`src/dvm_defines.svh`:
```
/*
  Register offsets, field positions, codes and reset values for the
  maintenance message issuer. Assumes Avalon word addressing: the
  offsets are word indexes, byte address is four times the index.
*/
`ifndef DVM_DEFINES_SVH
`define DVM_DEFINES_SVH

// ==========================================================
// register word indexes
`define REG_CTRL 4'h0
`define REG_MSG_LO 4'h1
`define REG_MSG_HI 4'h2
`define REG_ADDR_LO 4'h3
`define REG_ADDR_HI 4'h4
`define REG_RANGE 4'h5
`define REG_STATUS 4'h6
`define REG_COUNT 4'h7
`define REG_LAST_P1 4'h8
`define REG_LAST_P2 4'h9

// ==========================================================
// control and status bits
`define CTRL_GO 0
`define CTRL_VER_LSB 1
`define ST_BUSY 0
`define ST_ERR_STAGE 1
`define ST_ERR_TYPE 2
`define ST_TWO_PART 3

// ==========================================================
// first part field positions
`define F_ADDR 0
`define F_STAGE_LSB 2
`define F_LEAF 4
`define F_ASID_V 5
`define F_VMID_V 6
`define F_RANGE 7
`define F_TYPE_LSB 12

// ==========================================================
// range register layout: tg, ttl, scale, num, second part vmid ext
`define RG_TG_LSB 0
`define RG_TTL_LSB 2
`define RG_SCALE_LSB 4
`define RG_NUM_LSB 6
`define RG_EXT_LSB 12

// ==========================================================
// message codes
`define TYPE_TLBI 3'h0
`define TYPE_PICI 3'h2
`define TYPE_HINT 3'h6
`define TYPE_RSV_A 3'h5
`define TYPE_RSV_B 3'h7
`define STAGE_RSV 2'h3

// ==========================================================
// reset values
`define VERSION_RESET 2'h3
`define REG_RESET 32'h0000_0000

`endif

```
`src/dvm_pkg.sv`:
```
/*
  Types shared by the maintenance message issuer modules.
  Assumes nothing beyond a SystemVerilog compiler.
*/
package dvm_pkg;
    // message version selected by software
    typedef enum logic [1:0] {
        legacy_message_version = 2'h0,
        version_v8 = 2'h1,
        version_v8_1 = 2'h2,
        range_invalidate_version = 2'h3
    } dvm_version_e;

    // issue sequencer states, one-hot
    typedef enum logic [2:0] {
        st_idle = 3'h1,
        st_part1 = 3'h2,
        st_part2 = 3'h4
    } send_state_e;
endpackage

```
`src/dvm_msg_if.sv`:
```
/*
  Carrier between the register block, the field encoder and the
  read address channel sequencer. Assumes one clock domain.
*/
`timescale 1ns/1ns
interface dvm_msg_if;
    logic [31:0] msg_lo;
    logic [19:0] msg_hi;
    logic [31:0] addr_lo;
    logic [20:0] addr_hi;
    logic [15:0] range_cfg;
    dvm_pkg::dvm_version_e version;
    logic [47:0] part1;
    logic [3:0] ext1;
    logic [47:0] part2;
    logic [3:0] ext2;
    logic two_part;
    logic bad_stage;
    logic bad_type;
    logic start;
    logic busy;
    logic done;

    modport enc (
        input msg_lo, msg_hi, addr_lo, addr_hi, range_cfg, version,
        output part1, ext1, part2, ext2, two_part, bad_stage, bad_type
    );
    modport snd (
        input part1, ext1, part2, ext2, two_part, start,
        output busy, done
    );
    modport ctl (
        output msg_lo, msg_hi, addr_lo, addr_hi, range_cfg, version, start,
        input part1, ext1, part2, ext2, two_part, bad_stage, bad_type, busy, done
    );
endinterface

```
`src/dvm_host_ctrl.sv`:
```
/*
  Maintenance message issuer: software fills message fields over an
  Avalon-MM slave with waitrequest, then writes go; the message leaves
  on the read address channel as one or two beats.
  Assumes a single clock, synchronous inputs and a receiver that keeps
  the valid/ready handshake of the read address channel.
*/
`timescale 1ns/1ns
`include "dvm_defines.svh"

// Contract
// RULE1 - bit 5 marks byte 23:16 valid; clear means zero except hint
// RULE2 - bit 4 chooses all translations or leaf entry only
// RULE3 - bits 3:2 stage: 00 both, 01 stage 1, 10 stage 2, 11 reserved
// RULE4 - receiver of oldest version derives stage from invalidation type
// RULE5 - bit 0 set means address follows in a second part
// RULE6 - sender drives every unused address bit to zero
// RULE7 - second part high bits carry the va or pa layout, bit 3 va 40
// RULE8 - second part bits 11:4 low address or range fields
// RULE9 - range data only with range version and tlbi by ipa or va
// RULE10 - first part bit 7 marks a range message
// RULE11 - bits 11:10 granule code: none, 4KB, 16KB, 64KB
// RULE12 - bits 9:8 leaf level hint, 00 means no hint
// RULE13 - bits 7:6 range exponent constant
// RULE14 - five bit multiplier split over bits 5:4 and 2:0
// RULE15 - fields ride on read address plus four bit vmid extension
// RULE16 - bits 14:12 message type, 101 and 111 reserved
// RULE17 - bit 15 asks for a completion transaction
// RULE18 - bit 6 marks bits 31:24 and extension valid, else zero; code keeps both for hint messages too
// RULE19 - bit 1 driven zero, reserved stage treated as unsupported
module dvm_host_ctrl (
    input wire logic i_clock,
    input wire logic i_rst,
    input wire logic [3:0] i_avs_address,
    input wire logic i_avs_read,
    input wire logic i_avs_write,
    input wire logic [31:0] i_avs_writedata,
    output logic [31:0] o_avs_readdata,
    output logic o_avs_waitrequest,
    output logic o_ar_valid,
    output logic [47:0] o_ar_addr,
    output logic [3:0] o_ar_vmidext,
    input wire logic i_ar_ready,
    output logic o_busy
);
    dvm_msg_if msg ();

    // ==========================================================
    // register storage
    logic [31:0] msg_lo_reg;
    logic [19:0] msg_hi_reg;
    logic [31:0] addr_lo_reg;
    logic [20:0] addr_hi_reg;
    logic [15:0] range_reg;
    logic [1:0] version_reg;
    logic err_stage_reg;
    logic err_type_reg;
    logic [31:0] count_reg;
    logic [31:0] last_p1_reg;
    logic [31:0] last_p2_reg;
    logic rd_ack_reg;
    logic [31:0] rd_data_reg;

    // ==========================================================
    // bus decode
    function automatic logic hit(input logic [3:0] addr, input logic [3:0] idx);
        hit = (addr == idx);
    endfunction

    wire wr_ctrl = i_avs_write & hit(i_avs_address, `REG_CTRL);
    wire wr_lo = i_avs_write & hit(i_avs_address, `REG_MSG_LO);
    wire wr_hi = i_avs_write & hit(i_avs_address, `REG_MSG_HI);
    wire wr_alo = i_avs_write & hit(i_avs_address, `REG_ADDR_LO);
    wire wr_ahi = i_avs_write & hit(i_avs_address, `REG_ADDR_HI);
    wire wr_rng = i_avs_write & hit(i_avs_address, `REG_RANGE);
    wire wr_st = i_avs_write & hit(i_avs_address, `REG_STATUS);
    wire go_req = wr_ctrl & i_avs_writedata[`CTRL_GO];

    // a go while a message is on the wire is held off, not dropped
    wire go_stall = go_req & msg.busy;
    wire go_take = go_req & ~msg.busy;
    wire refuse = msg.bad_stage | msg.bad_type;
    wire go_fire = go_take & ~refuse;

    // any field write during a message would only confuse readback
    wire fld_stall = msg.busy & (wr_lo | wr_hi | wr_alo | wr_ahi | wr_rng);

    // reads take one wait cycle so read data comes from a flop
    assign o_avs_waitrequest = (i_avs_read & ~rd_ack_reg) | go_stall | fld_stall;
    wire wr_ok = i_avs_write & ~go_stall & ~fld_stall;

    // ==========================================================
    // version used by a go that also rewrites the control word
    wire [1:0] version_next = wr_ctrl ? i_avs_writedata[`CTRL_VER_LSB +: 2] : version_reg;

    // encoder inputs
    assign msg.msg_lo = msg_lo_reg;
    assign msg.msg_hi = msg_hi_reg;
    assign msg.addr_lo = addr_lo_reg;
    assign msg.addr_hi = addr_hi_reg;
    assign msg.range_cfg = range_reg;
    assign msg.version = dvm_pkg::dvm_version_e'(version_next);
    assign msg.start = go_fire; // RULE19

    dvm_field_encoder u_enc (
        .m(msg.enc)
    );

    dvm_ar_sender u_snd (
        .i_clock(i_clock),
        .i_rst(i_rst),
        .m(msg.snd),
        .o_ar_valid(o_ar_valid),
        .o_ar_addr(o_ar_addr),
        .o_ar_vmidext(o_ar_vmidext),
        .i_ar_ready(i_ar_ready)
    );

    assign o_busy = msg.busy;

    // ==========================================================
    // status word and readback mux
    wire [31:0] status_word = {28'h000_0000, msg_lo_reg[`F_ADDR],
                               err_type_reg, err_stage_reg, msg.busy};
    wire [31:0] ctrl_word = {29'h0000_0000, version_reg, 1'b0};
    logic [31:0] rd_mux;

    always_comb begin
        case (i_avs_address)
            `REG_CTRL: rd_mux = ctrl_word;
            `REG_MSG_LO: rd_mux = msg_lo_reg;
            `REG_MSG_HI: rd_mux = {12'h000, msg_hi_reg};
            `REG_ADDR_LO: rd_mux = addr_lo_reg;
            `REG_ADDR_HI: rd_mux = {11'h000, addr_hi_reg};
            `REG_RANGE: rd_mux = {16'h0000, range_reg};
            `REG_STATUS: rd_mux = status_word;
            `REG_COUNT: rd_mux = count_reg;
            `REG_LAST_P1: rd_mux = last_p1_reg;
            `REG_LAST_P2: rd_mux = last_p2_reg;
            default: rd_mux = 32'h0000_0000;
        endcase
    end

    assign o_avs_readdata = rd_data_reg;

    // read strobe: data captured, then waitrequest drops for one cycle
    always_ff @(posedge i_clock or posedge i_rst) begin
        if (i_rst) begin
            rd_ack_reg <= 1'b0;
            rd_data_reg <= `REG_RESET;
        end else begin
            rd_ack_reg <= i_avs_read & ~rd_ack_reg;
            if (i_avs_read && !rd_ack_reg)
                rd_data_reg <= rd_mux;
        end
    end

    // ==========================================================
    // message field registers
    always_ff @(posedge i_clock or posedge i_rst) begin
        if (i_rst) begin
            msg_lo_reg <= `REG_RESET;
            msg_hi_reg <= 20'h0_0000;
            addr_lo_reg <= `REG_RESET;
            addr_hi_reg <= 21'h00_0000;
            range_reg <= 16'h0000;
        end else begin
            if (wr_ok && wr_lo)
                msg_lo_reg <= i_avs_writedata; // RULE16 RULE17
            if (wr_ok && wr_hi)
                msg_hi_reg <= i_avs_writedata[19:0];
            if (wr_ok && wr_alo)
                addr_lo_reg <= i_avs_writedata;
            if (wr_ok && wr_ahi)
                addr_hi_reg <= i_avs_writedata[20:0];
            if (wr_ok && wr_rng)
                range_reg <= i_avs_writedata[15:0];
        end
    end

    // ==========================================================
    // control: the message version steers the encoder
    always_ff @(posedge i_clock or posedge i_rst) begin
        if (i_rst)
            version_reg <= `VERSION_RESET;
        else if (wr_ok && wr_ctrl)
            version_reg <= version_next;
    end

    // ==========================================================
    // sticky refusal flags, write one to clear; a new refusal wins
    wire set_stage = go_take & msg.bad_stage; // RULE19
    wire set_type = go_take & msg.bad_type;
    wire clr_stage = wr_ok & wr_st & i_avs_writedata[`ST_ERR_STAGE];
    wire clr_type = wr_ok & wr_st & i_avs_writedata[`ST_ERR_TYPE];

    always_ff @(posedge i_clock or posedge i_rst) begin
        if (i_rst) begin
            err_stage_reg <= 1'b0;
            err_type_reg <= 1'b0;
        end else begin
            err_stage_reg <= set_stage | (err_stage_reg & ~clr_stage);
            err_type_reg <= set_type | (err_type_reg & ~clr_type);
        end
    end

    // ==========================================================
    // completed message count and last words sent, for debug readback
    always_ff @(posedge i_clock or posedge i_rst) begin
        if (i_rst) begin
            count_reg <= `REG_RESET;
            last_p1_reg <= `REG_RESET;
            last_p2_reg <= `REG_RESET;
        end else begin
            if (msg.done)
                count_reg <= count_reg + 32'h0000_0001;
            if (go_fire) begin
                last_p1_reg <= msg.part1[31:0];
                last_p2_reg <= msg.part2[31:0];
            end
        end
    end
endmodule

```
`src/dvm_field_encoder.sv`:
```
/*
  Builds both address-channel words of a maintenance message from the
  raw register fields. Purely combinational; assumes the register
  block holds the fields steady while a message is being started.
*/
`timescale 1ns/1ns
`include "dvm_defines.svh"
module dvm_field_encoder (
    dvm_msg_if.enc m
);
    // ==========================================================
    // field decode
    wire [2:0] msg_type = m.msg_lo[`F_TYPE_LSB +: 3];
    wire [1:0] stage = m.msg_lo[`F_STAGE_LSB +: 2];
    wire is_hint = (msg_type == `TYPE_HINT);
    wire is_tlbi = (msg_type == `TYPE_TLBI);
    wire two = m.msg_lo[`F_ADDR]; // RULE5
    wire asid_keep = m.msg_lo[`F_ASID_V] | is_hint; // RULE1
    wire vmid_keep = m.msg_lo[`F_VMID_V] | is_hint; // RULE18
    wire ext_ok = (m.version == dvm_pkg::version_v8_1) ||
                  (m.version == dvm_pkg::range_invalidate_version);
    // range only for a tlbi carrying an address, newest version
    wire range_ok = (m.version == dvm_pkg::range_invalidate_version) & is_tlbi & two; // RULE9
    wire range_on = range_ok & m.msg_lo[`F_RANGE]; // RULE10
    wire use_pa = (msg_type == `TYPE_PICI);
    wire [52:0] va = {m.addr_hi, m.addr_lo};
    wire [4:0] num = m.range_cfg[`RG_NUM_LSB +: 5];

    // ==========================================================
    // first part: unused bytes forced to zero, bit 1 always zero
    assign m.part1 = {m.msg_hi[15:0],
                      (vmid_keep ? m.msg_lo[31:24] : 8'h00), // RULE6
                      (asid_keep ? m.msg_lo[23:16] : 8'h00), // RULE1
                      m.msg_lo[15:8], // RULE16 RULE17
                      range_on, // RULE10
                      m.msg_lo[6:4], // RULE2
                      stage, // RULE3
                      1'b0, // RULE19
                      two};
    assign m.ext1 = (vmid_keep & ext_ok) ? m.msg_hi[19:16] : 4'h0; // RULE15

    // ==========================================================
    // second part: address layout, range fields in place of low bits
    wire [7:0] p2_top = use_pa ? va[47:40] : {va[52:49], va[44:41]}; // RULE7
    wire [7:0] p2_low = range_on ? {m.range_cfg[`RG_TG_LSB +: 2], // RULE11
                                    m.range_cfg[`RG_TTL_LSB +: 2], // RULE12
                                    m.range_cfg[`RG_SCALE_LSB +: 2], // RULE13
                                    num[4:3]} : va[11:4]; // RULE8 RULE14
    wire p2_b3 = use_pa ? 1'b0 : va[40]; // RULE7
    wire [2:0] p2_b20 = range_on ? num[2:0] : 3'h0; // RULE14
    assign m.part2 = two ? {p2_top, va[39:12], p2_low, p2_b3, p2_b20} : 48'h0000_0000_0000; // RULE6
    assign m.ext2 = (two & vmid_keep & ext_ok) ? m.range_cfg[`RG_EXT_LSB +: 4] : 4'h0;
    assign m.two_part = two;
    assign m.bad_stage = (stage == `STAGE_RSV); // RULE19
    assign m.bad_type = (msg_type == `TYPE_RSV_A) || (msg_type == `TYPE_RSV_B);
endmodule

```
`src/dvm_ar_sender.sv`:
```
/*
  Drives one or two read address beats of a maintenance message with a
  valid/ready handshake. Assumes start only arrives while not busy.
*/
`timescale 1ns/1ns
module dvm_ar_sender (
    input wire logic i_clock,
    input wire logic i_rst,
    dvm_msg_if.snd m,
    output logic o_ar_valid,
    output logic [47:0] o_ar_addr,
    output logic [3:0] o_ar_vmidext,
    input wire logic i_ar_ready
);
    dvm_pkg::send_state_e state_reg;
    dvm_pkg::send_state_e state_next;
    logic [47:0] p2_reg;
    logic [3:0] ext2_reg;
    logic two_reg;

    // ==========================================================
    // handshake decode
    wire beat_done = o_ar_valid & i_ar_ready;
    wire last_beat = beat_done & ((state_reg == dvm_pkg::st_part2) | ~two_reg);
    assign o_ar_valid = (state_reg != dvm_pkg::st_idle);
    assign m.busy = o_ar_valid;
    assign m.done = last_beat;

    // next state
    always_comb begin
        case (state_reg)
            dvm_pkg::st_idle: state_next = m.start ? dvm_pkg::st_part1 : dvm_pkg::st_idle;
            dvm_pkg::st_part1: begin
                if (!beat_done)
                    state_next = dvm_pkg::st_part1;
                else
                    state_next = two_reg ? dvm_pkg::st_part2 : dvm_pkg::st_idle; // RULE5
            end
            dvm_pkg::st_part2: state_next = beat_done ? dvm_pkg::st_idle : dvm_pkg::st_part2;
            default: state_next = dvm_pkg::st_idle;
        endcase
    end

    // words latched at start so register writes in flight do no harm
    always_ff @(posedge i_clock or posedge i_rst) begin
        if (i_rst) begin
            state_reg <= dvm_pkg::st_idle;
            o_ar_addr <= 48'h0000_0000_0000;
            o_ar_vmidext <= 4'h0;
            p2_reg <= 48'h0000_0000_0000;
            ext2_reg <= 4'h0;
            two_reg <= 1'b0;
        end else begin
            state_reg <= state_next;
            if (m.start && state_reg == dvm_pkg::st_idle) begin
                o_ar_addr <= m.part1; // RULE15
                o_ar_vmidext <= m.ext1;
                p2_reg <= m.part2;
                ext2_reg <= m.ext2;
                two_reg <= m.two_part;
            end else if (state_reg == dvm_pkg::st_part1 && beat_done && two_reg) begin
                o_ar_addr <= p2_reg; // RULE5
                o_ar_vmidext <= ext2_reg;
            end
        end
    end
endmodule

```
`config.mk`:
```
export PLATFORM = sky130hd
export DESIGN_NAME = dvm_host_ctrl
export DESIGN_NICKNAME = d
export VERILOG_FILES = /design/src/dvm_pkg.sv /design/src/dvm_msg_if.sv /design/src/dvm_host_ctrl.sv /design/src/dvm_field_encoder.sv /design/src/dvm_ar_sender.sv
export VERILOG_INCLUDE_DIRS = /design/src /design/src/src
export SDC_FILE = /design/constraint.sdc
export NUM_CORES = 1
export LEC_CHECK = 0
export ABC_AREA = 1
export BUFFER_PORTS_ARGS = -buffer_cell sky130_fd_sc_hd__buf_2
export CELL_PAD_IN_SITES_DETAIL_PLACEMENT = 1
export CELL_PAD_IN_SITES_GLOBAL_PLACEMENT = 2
export CORE_ASPECT_RATIO = 2
export CORE_MARGIN = 2
export CORE_UTILIZATION = 39
export CTS_CLUSTER_DIAMETER = 120
export DETAILED_ROUTE_END_ITERATION = 10
export GPL_ROUTABILITY_DRIVEN = 0
export PLACE_DENSITY = 0.84
export RECOVER_POWER = 25
export SETUP_SLACK_MARGIN = 0.05
export SYNTH_ARGS = -nofsm -noshare
export SYNTH_HDL_FRONTEND = slang
export SYNTH_SLANG_ARGS = --single-unit
```
`constraint.sdc`:
```
create_clock -name i_clock -period 27.7 [get_ports i_clock]
set_clock_uncertainty 0.05 [all_clocks]
set_input_delay 2.77 -clock i_clock [delete_from_list [all_inputs] [get_ports i_clock]]
set_output_delay 2.77 -clock i_clock [all_outputs]
set_load 0.1 [all_outputs]
```
==> results of run 1 <==
[metrics by stage]
| stage | total power, W | utilization (%) | setup slack, ps | instances | cell area [um^2] |
|---|---|---|---|---|---|
| global route | 0.00160 | 44.3 | 16190 | 2750 | 18700 |
| detailed placement | 0.00103 | 41.7 | 20870 | 2687 | 17600 |
| finish | 0.00153 | 44.3 | 16770 | 2750 | 18700 |
| CTS | 0.00154 | 44.5 | 20860 | 2750 | 18800 |
| global placement | 0.00102 | 41.7 | 20890 | 2687 | 17600 |
| floorplan | 0.000937 | - | 14870 | 2100 | 16600 |
[path summary, 6_finish.rpt]
| kind | start | endpoint | cells past startpoint |
|---|---|---|---|
| hold / removal | msg.range_cfg[14] | msg.range_cfg[14] | 2 |
| setup reg to reg | u_snd.state_reg[0] | msg.msg_hi[8] | 10 |
| min in group asynchronous | i_rst | u_snd.o_ar_addr[1] | 2 |
| setup / recovery | i_avs_address[2] | msg.msg_hi[8] | 11 |
| max in group asynchronous | i_rst | count_reg[29] | 3 |
| hold reg to reg | msg.range_cfg[14] | msg.range_cfg[14] | 2 |
[per-layer routing]
metal	vias up	global-route usage [%]
met5	-	0
met4	0	8.17
met3	89	3.17
met2	410	42.4
met1	7297	38.6
li1	6836	-
[cell usage after synthesis (all sizes together) (4+ instances only)]
cell type	n
xor2	20
a21oi	20
o211ai	22
dfrtp	358
nand4	9
clkbuf	61
o22ai	43
nand3	217
nand2	854
nor2	101
o21ai	152
inv	166
nand3b	6
buf	43
clkinv	4
nor3	15
[where the power goes]
| part | total [W] | internal, W | switching, W |
|---|---|---|---|
| Combinational | 0.000353 | 0.0000708 | 0.000282 |
| Clock | 0.000507 | 0.000291 | 0.000217 |
| Sequential | 0.000671 | 0.000616 | 0.0000549 |
| Total | 0.00153 | 0.000977 | 0.000554 |
[kinds of logic (layout without fill, tap and decap cells)]
logic type               after synthesis  count (layout)
flip-flops                           361             361
AO/OA/AOI/OAI                        238             238
multiplexers                           3               3
AND/OR/NAND/NOR                     1202            1202
XOR/XNOR                              21              21
adder cells (fa/ha/maj)                1               1
buffers and inverters                274             379
[cell type report]
cell class / count / area, um^2 / share of cell area (%)
clock buffer: 53 / 1050 / 5.58
clock inverter: 10 / 133 / 0.708
timing repair buffer: 146 / 773 / 4.13
sequential: 361 / 9040 / 48.2
multi-input combinational: 1465 / 6430 / 34.3
tap: 545 / 682 / 3.64
inverter: 170 / 639 / 3.41
[worst max-delay path: stages]
cell and delay, ps:
clkbuf_1 140, nor2_1 140, nand3_1 210, nor2_4 60
nand2_1 90, nand2_1 90, nor2_4 80, clkbuf_1 4330
nand2_1 2660, nand2_1 390, nand2_1 110
==> summary.txt, run 1 <==
Post-Synthesis Cells: 2100
H-Tree Level Count: 2
CTS Buf Count: 36
Share of post-route cells with drive strength above 1: 9.66%
Max transition margin: -321%
Sink Count: 361
Tot GR Track Use: 26.8%
Post-synthesis mux area share: 0.181%
Number of synthesized flops with an enable pin: 0
ANT nets after route: 0
Ranking of synthesized cells by area: dfrtp_1, nand2_1, nand3_1, o21ai_0, inv_1
Worst Hold Class: flip-flop to flip-flop
Crit. End Element: flip-flop
IO Pins: 128
Net Count, Synth: 2142
Vias post-DR: 14600
Filler cells: 5233
Least-Margin Pin Slew: 6320 ps
Initial antenna violation count: 0
Compound-gate portion of the synthesized area: 7.85%
Reg2reg setup slack: 18300 ps
Leak pwr: 9.92 nW
DRC violation count after routing: 0
CTS tree: yes
Dpl hpwl: 39000 um
RSZ-0062 raised after global routing: false
Post-DR vias/cell: 5.32
Synth async-reset ratio: 100%
Core Box Area: 42300 um^2
Syn-to-layout area delta: 12.9%
Largest net degree at the start of global routing: 179
Ys flop type: dfrtp_1
Tmin final: 10930 ps
Die footprint: 44300 um^2
Arr. time, crit path: 11270 ps
Met1 WL: 26400 um
Post-synthesis adder-cell area fraction: 0.0754%
Number of synthesized register bits: 361
Setup total negative slack: 0 ps
FMAX: 91.5 MHz
Main combinational cell family by area after synthesis: simple AND/OR/NAND/NOR gates
Top Metal Used: met4
# rows: 107
Worst Path Required: 28040 ps
Ys Warns: 0
Drt pass-1 iters: 5
Metal3 WL: 3250 um
Final Max Slew Viols: 488
WHS: 419 ps
Clock latency on the worst-skew pair: 540 ps
Xor/xnor share of the synthesized area: 1.11%
Final critical-path share of the clock period: 39.5%
Commonest non-fill, non-tap cell in the layout: nand2_1
Yosys top cell by area: dfrtp_1
Count of unique library cells instantiated by Yosys: 32
Sequential share of the synthesized area: 54.4%
Post-CTS Setup Repair Bufs: 0
Synth Area in Simple Gates: 29.6%
Post-CTS resize count: 0
Die Ht: 296 um
Met2 WL: 26900 um
Max Root-Sink Buffers: 3
GRT overflow: 0
Mapped Area: 16600 um^2
Diodes inserted: 0
Vias in the first global route: 14900
Top-area cell type share of the netlist area: 54.0%
Root buffer cell: clkbuf_16
Wirelength per Cell: 21.2 um
Total of max-cap violations: 5
Status: finished with violations
Final Hold Fails: 0
Final setup fails: 0
Pwr dens: 81.7 nW/um^2
Startpoint types: input pin
DR iter-0 viols: 832
Crit path max fanout: 125
Global-route wire length before repair: 90500 um
Cts hold-fix bufs: 0
Starting density of the core: 39.2%
Port Buf Inserts: 127
Die width: 150 um
Maximum vdd drop: 51.9 uV
Failing checks: capacitance limit, slew limit
Highest-count cells in the layout ignoring fill and taps: nand2_1, dfrtp_1, nand3_1, inv_1, o21ai_0
Post-layout net count: 2222
Clock-pin slew of the registers on the worst-case setup and hold paths: 60 ps
Critical path type: input pin to flip-flop
Post-Route WL: 58300 um
Syn Area/Cell: 7.91 um^2
(Power assumes the default switching activity.)
==> run 2, diff against run 1 <==
--- a/config.mk
+++ b/config.mk
@@ -12,11 +12,11 @@
 export CELL_PAD_IN_SITES_GLOBAL_PLACEMENT = 2
 export CORE_ASPECT_RATIO = 2
 export CORE_MARGIN = 2
-export CORE_UTILIZATION = 39
+export CORE_UTILIZATION = 36
 export CTS_CLUSTER_DIAMETER = 120
 export DETAILED_ROUTE_END_ITERATION = 10
 export GPL_ROUTABILITY_DRIVEN = 0
-export PLACE_DENSITY = 0.84
+export PLACE_DENSITY = 0.78
 export RECOVER_POWER = 25
 export SETUP_SLACK_MARGIN = 0.05
 export SYNTH_ARGS = -nofsm -noshare
==> constraint.sdc (replaced) <==
create_clock -name i_clock -period 10.51 [get_ports i_clock]
set_clock_uncertainty 0.05 [all_clocks]
set_input_delay 1.051 -clock i_clock [delete_from_list [all_inputs] [get_ports i_clock]]
set_output_delay 1.051 -clock i_clock [all_outputs]
set_load 0.1 [all_outputs]
==> summary.txt, run 2 (synthesized netlist as in run 1, its figures left out) <==
Status: finished with violations
IO Pins: 128
ANT nets after route: 0
DP Cell Count: 2713
Crit. End Element: async pin
Dpl hpwl: 47300 um
Commonest non-fill, non-tap cell in the layout: nand2_1
Final std cells w/o fill: 2777
Slowest-stage cell, CP: clkbuf_1
Wirelength per Cell: 24.3 um
Startpoint types: input pin
# rows: 111
Share of post-route cells with drive strength above 1: 10.1%
Die width: 156 um
CTS tree: yes
Syn-to-layout area delta: 13.7%
Final critical-path share of the clock period: 50.4%
Initial antenna violation count: 0
DR iter-0 viols: 873
Tot GR Track Use: 28.6%
Setup total negative slack: 0 ps
Crit path max fanout: 68
Die Ht: 308 um
Port Buf Inserts: 127
Starting density of the core: 36.3%
Global-route wire length before repair: 101000 um
Drt pass-1 iters: 7
RSZ-0062 raised after global routing: false
Worst Setup Slack, final: 5210 ps
Worst Path Required: 10230 ps
Post-CTS Setup Repair Bufs: 0
Max Root-Sink Buffers: 3
R2r worst-path depth: 10
Slowest stage delay, CP: 2780 ps
Clock-pin slew of the registers on the worst-case setup and hold paths: 60 ps
Clock latency on the worst-skew pair: 550 ps
Failing checks: capacitance limit, slew limit
Root buffer cell: clkbuf_16
Pwr dens: 219 nW/um^2
Least-Margin Pin Slew: 3830 ps
H-Tree Level Count: 2
Total of max-cap violations: 6
Highest-count cells in the layout ignoring fill and taps: nand2_1, dfrtp_1, nand3_1, inv_1, o21ai_0
Final Hold Fails: 0
Hold Crit Depth: 2
Tmin final: 5300 ps
Post-DR vias/cell: 5.34
Worst Hold Class: flip-flop to flip-flop
FMAX: 189 MHz
Post-Route WL: 67600 um
Leak pwr: 9.98 nW
Crit path cell chain: buf_2 > clkinvlp_2 > clkbuf_1
Dpl ws: 6200 ps
GRT overflow: 0
Critical path type: input pin to async pin
Vias post-DR: 14800
Vias in the first global route: 16100
Final setup fails: 0
Maximum vdd drop: 149 uV
DRC violation count after routing: 0
WHS: 420 ps
Sink Count: 361
Largest net degree at the start of global routing: 79
Max transition margin: -155%
Post-layout net count: 2229
CTS Buf Count: 37
Core Box Area: 45700 um^2
Post-CTS resize count: 0
Arr. time, crit path: 5020 ps
Cts hold-fix bufs: 0
Die footprint: 48000 um^2
Final Max Slew Viols: 293
## run 2: through the flow
| stage | power, W | instance area (um^2) | util, % |
|---|---|---|---|
| 2_1_floorplan | 0.00247 | 16600 | - |
| 3_3_place_gp | 0.00275 | 17700 | 38.7 |
| 3_5_place_dp | 0.00277 | 17700 | 38.7 |
| 4_1_cts | 0.00418 | 18900 | 41.4 |
| 5_1_grt | 0.00431 | 18900 | 41.3 |
| 6_report | 0.00413 | 18900 | 41.3 |
## run 2: layout make-up
type,instances,area (um^2)
fillers,5591,26800
flip-flops and latches,361,9040
multi-input cells,1465,6450
clock buffers,56,1120
repair buffers,152,805
well taps,565,707
inverters,170,639
clock inverters,7,121
diodes,1,2.50
## run 2: critical path, delay by kind of cell
| kind | cells | cell delay, ps |
|---|---|---|
| buffers and inverters | 3 | 3900 |
## run 2: layer usage
metal	vias to the layer above	wire, um	GRT usage, %
met5	-	0	0
met4	0	5430	19.5
met3	161	2050	2.45
met2	357	36100	53.6
met1	7463	24000	29.7
li1	6835	-	-
## run 2: where the power goes
group          switching (W)  internal (W)
clock network       0.000583      0.000808
registers           0.000160       0.00162
logic               0.000776      0.000185
## run 2: final timing paths
| check | start | to | slack, ps |
|---|---|---|---|
| worst max-delay path | i_rst | o_avs_readdata[13] | 5210 |
| worst min-delay path | addr_hi_reg[0] | addr_hi_reg[0] | 420 |
| worst max register to register | u_snd.state_reg[0] | addr_lo_reg[25] | 5990 |
| worst min register to register | addr_hi_reg[0] | addr_hi_reg[0] | 420 |
| max in group i_clock | i_avs_read | o_avs_waitrequest | 5940 |
| min in group asynchronous | i_rst | msg.msg_lo[25] | 900 |
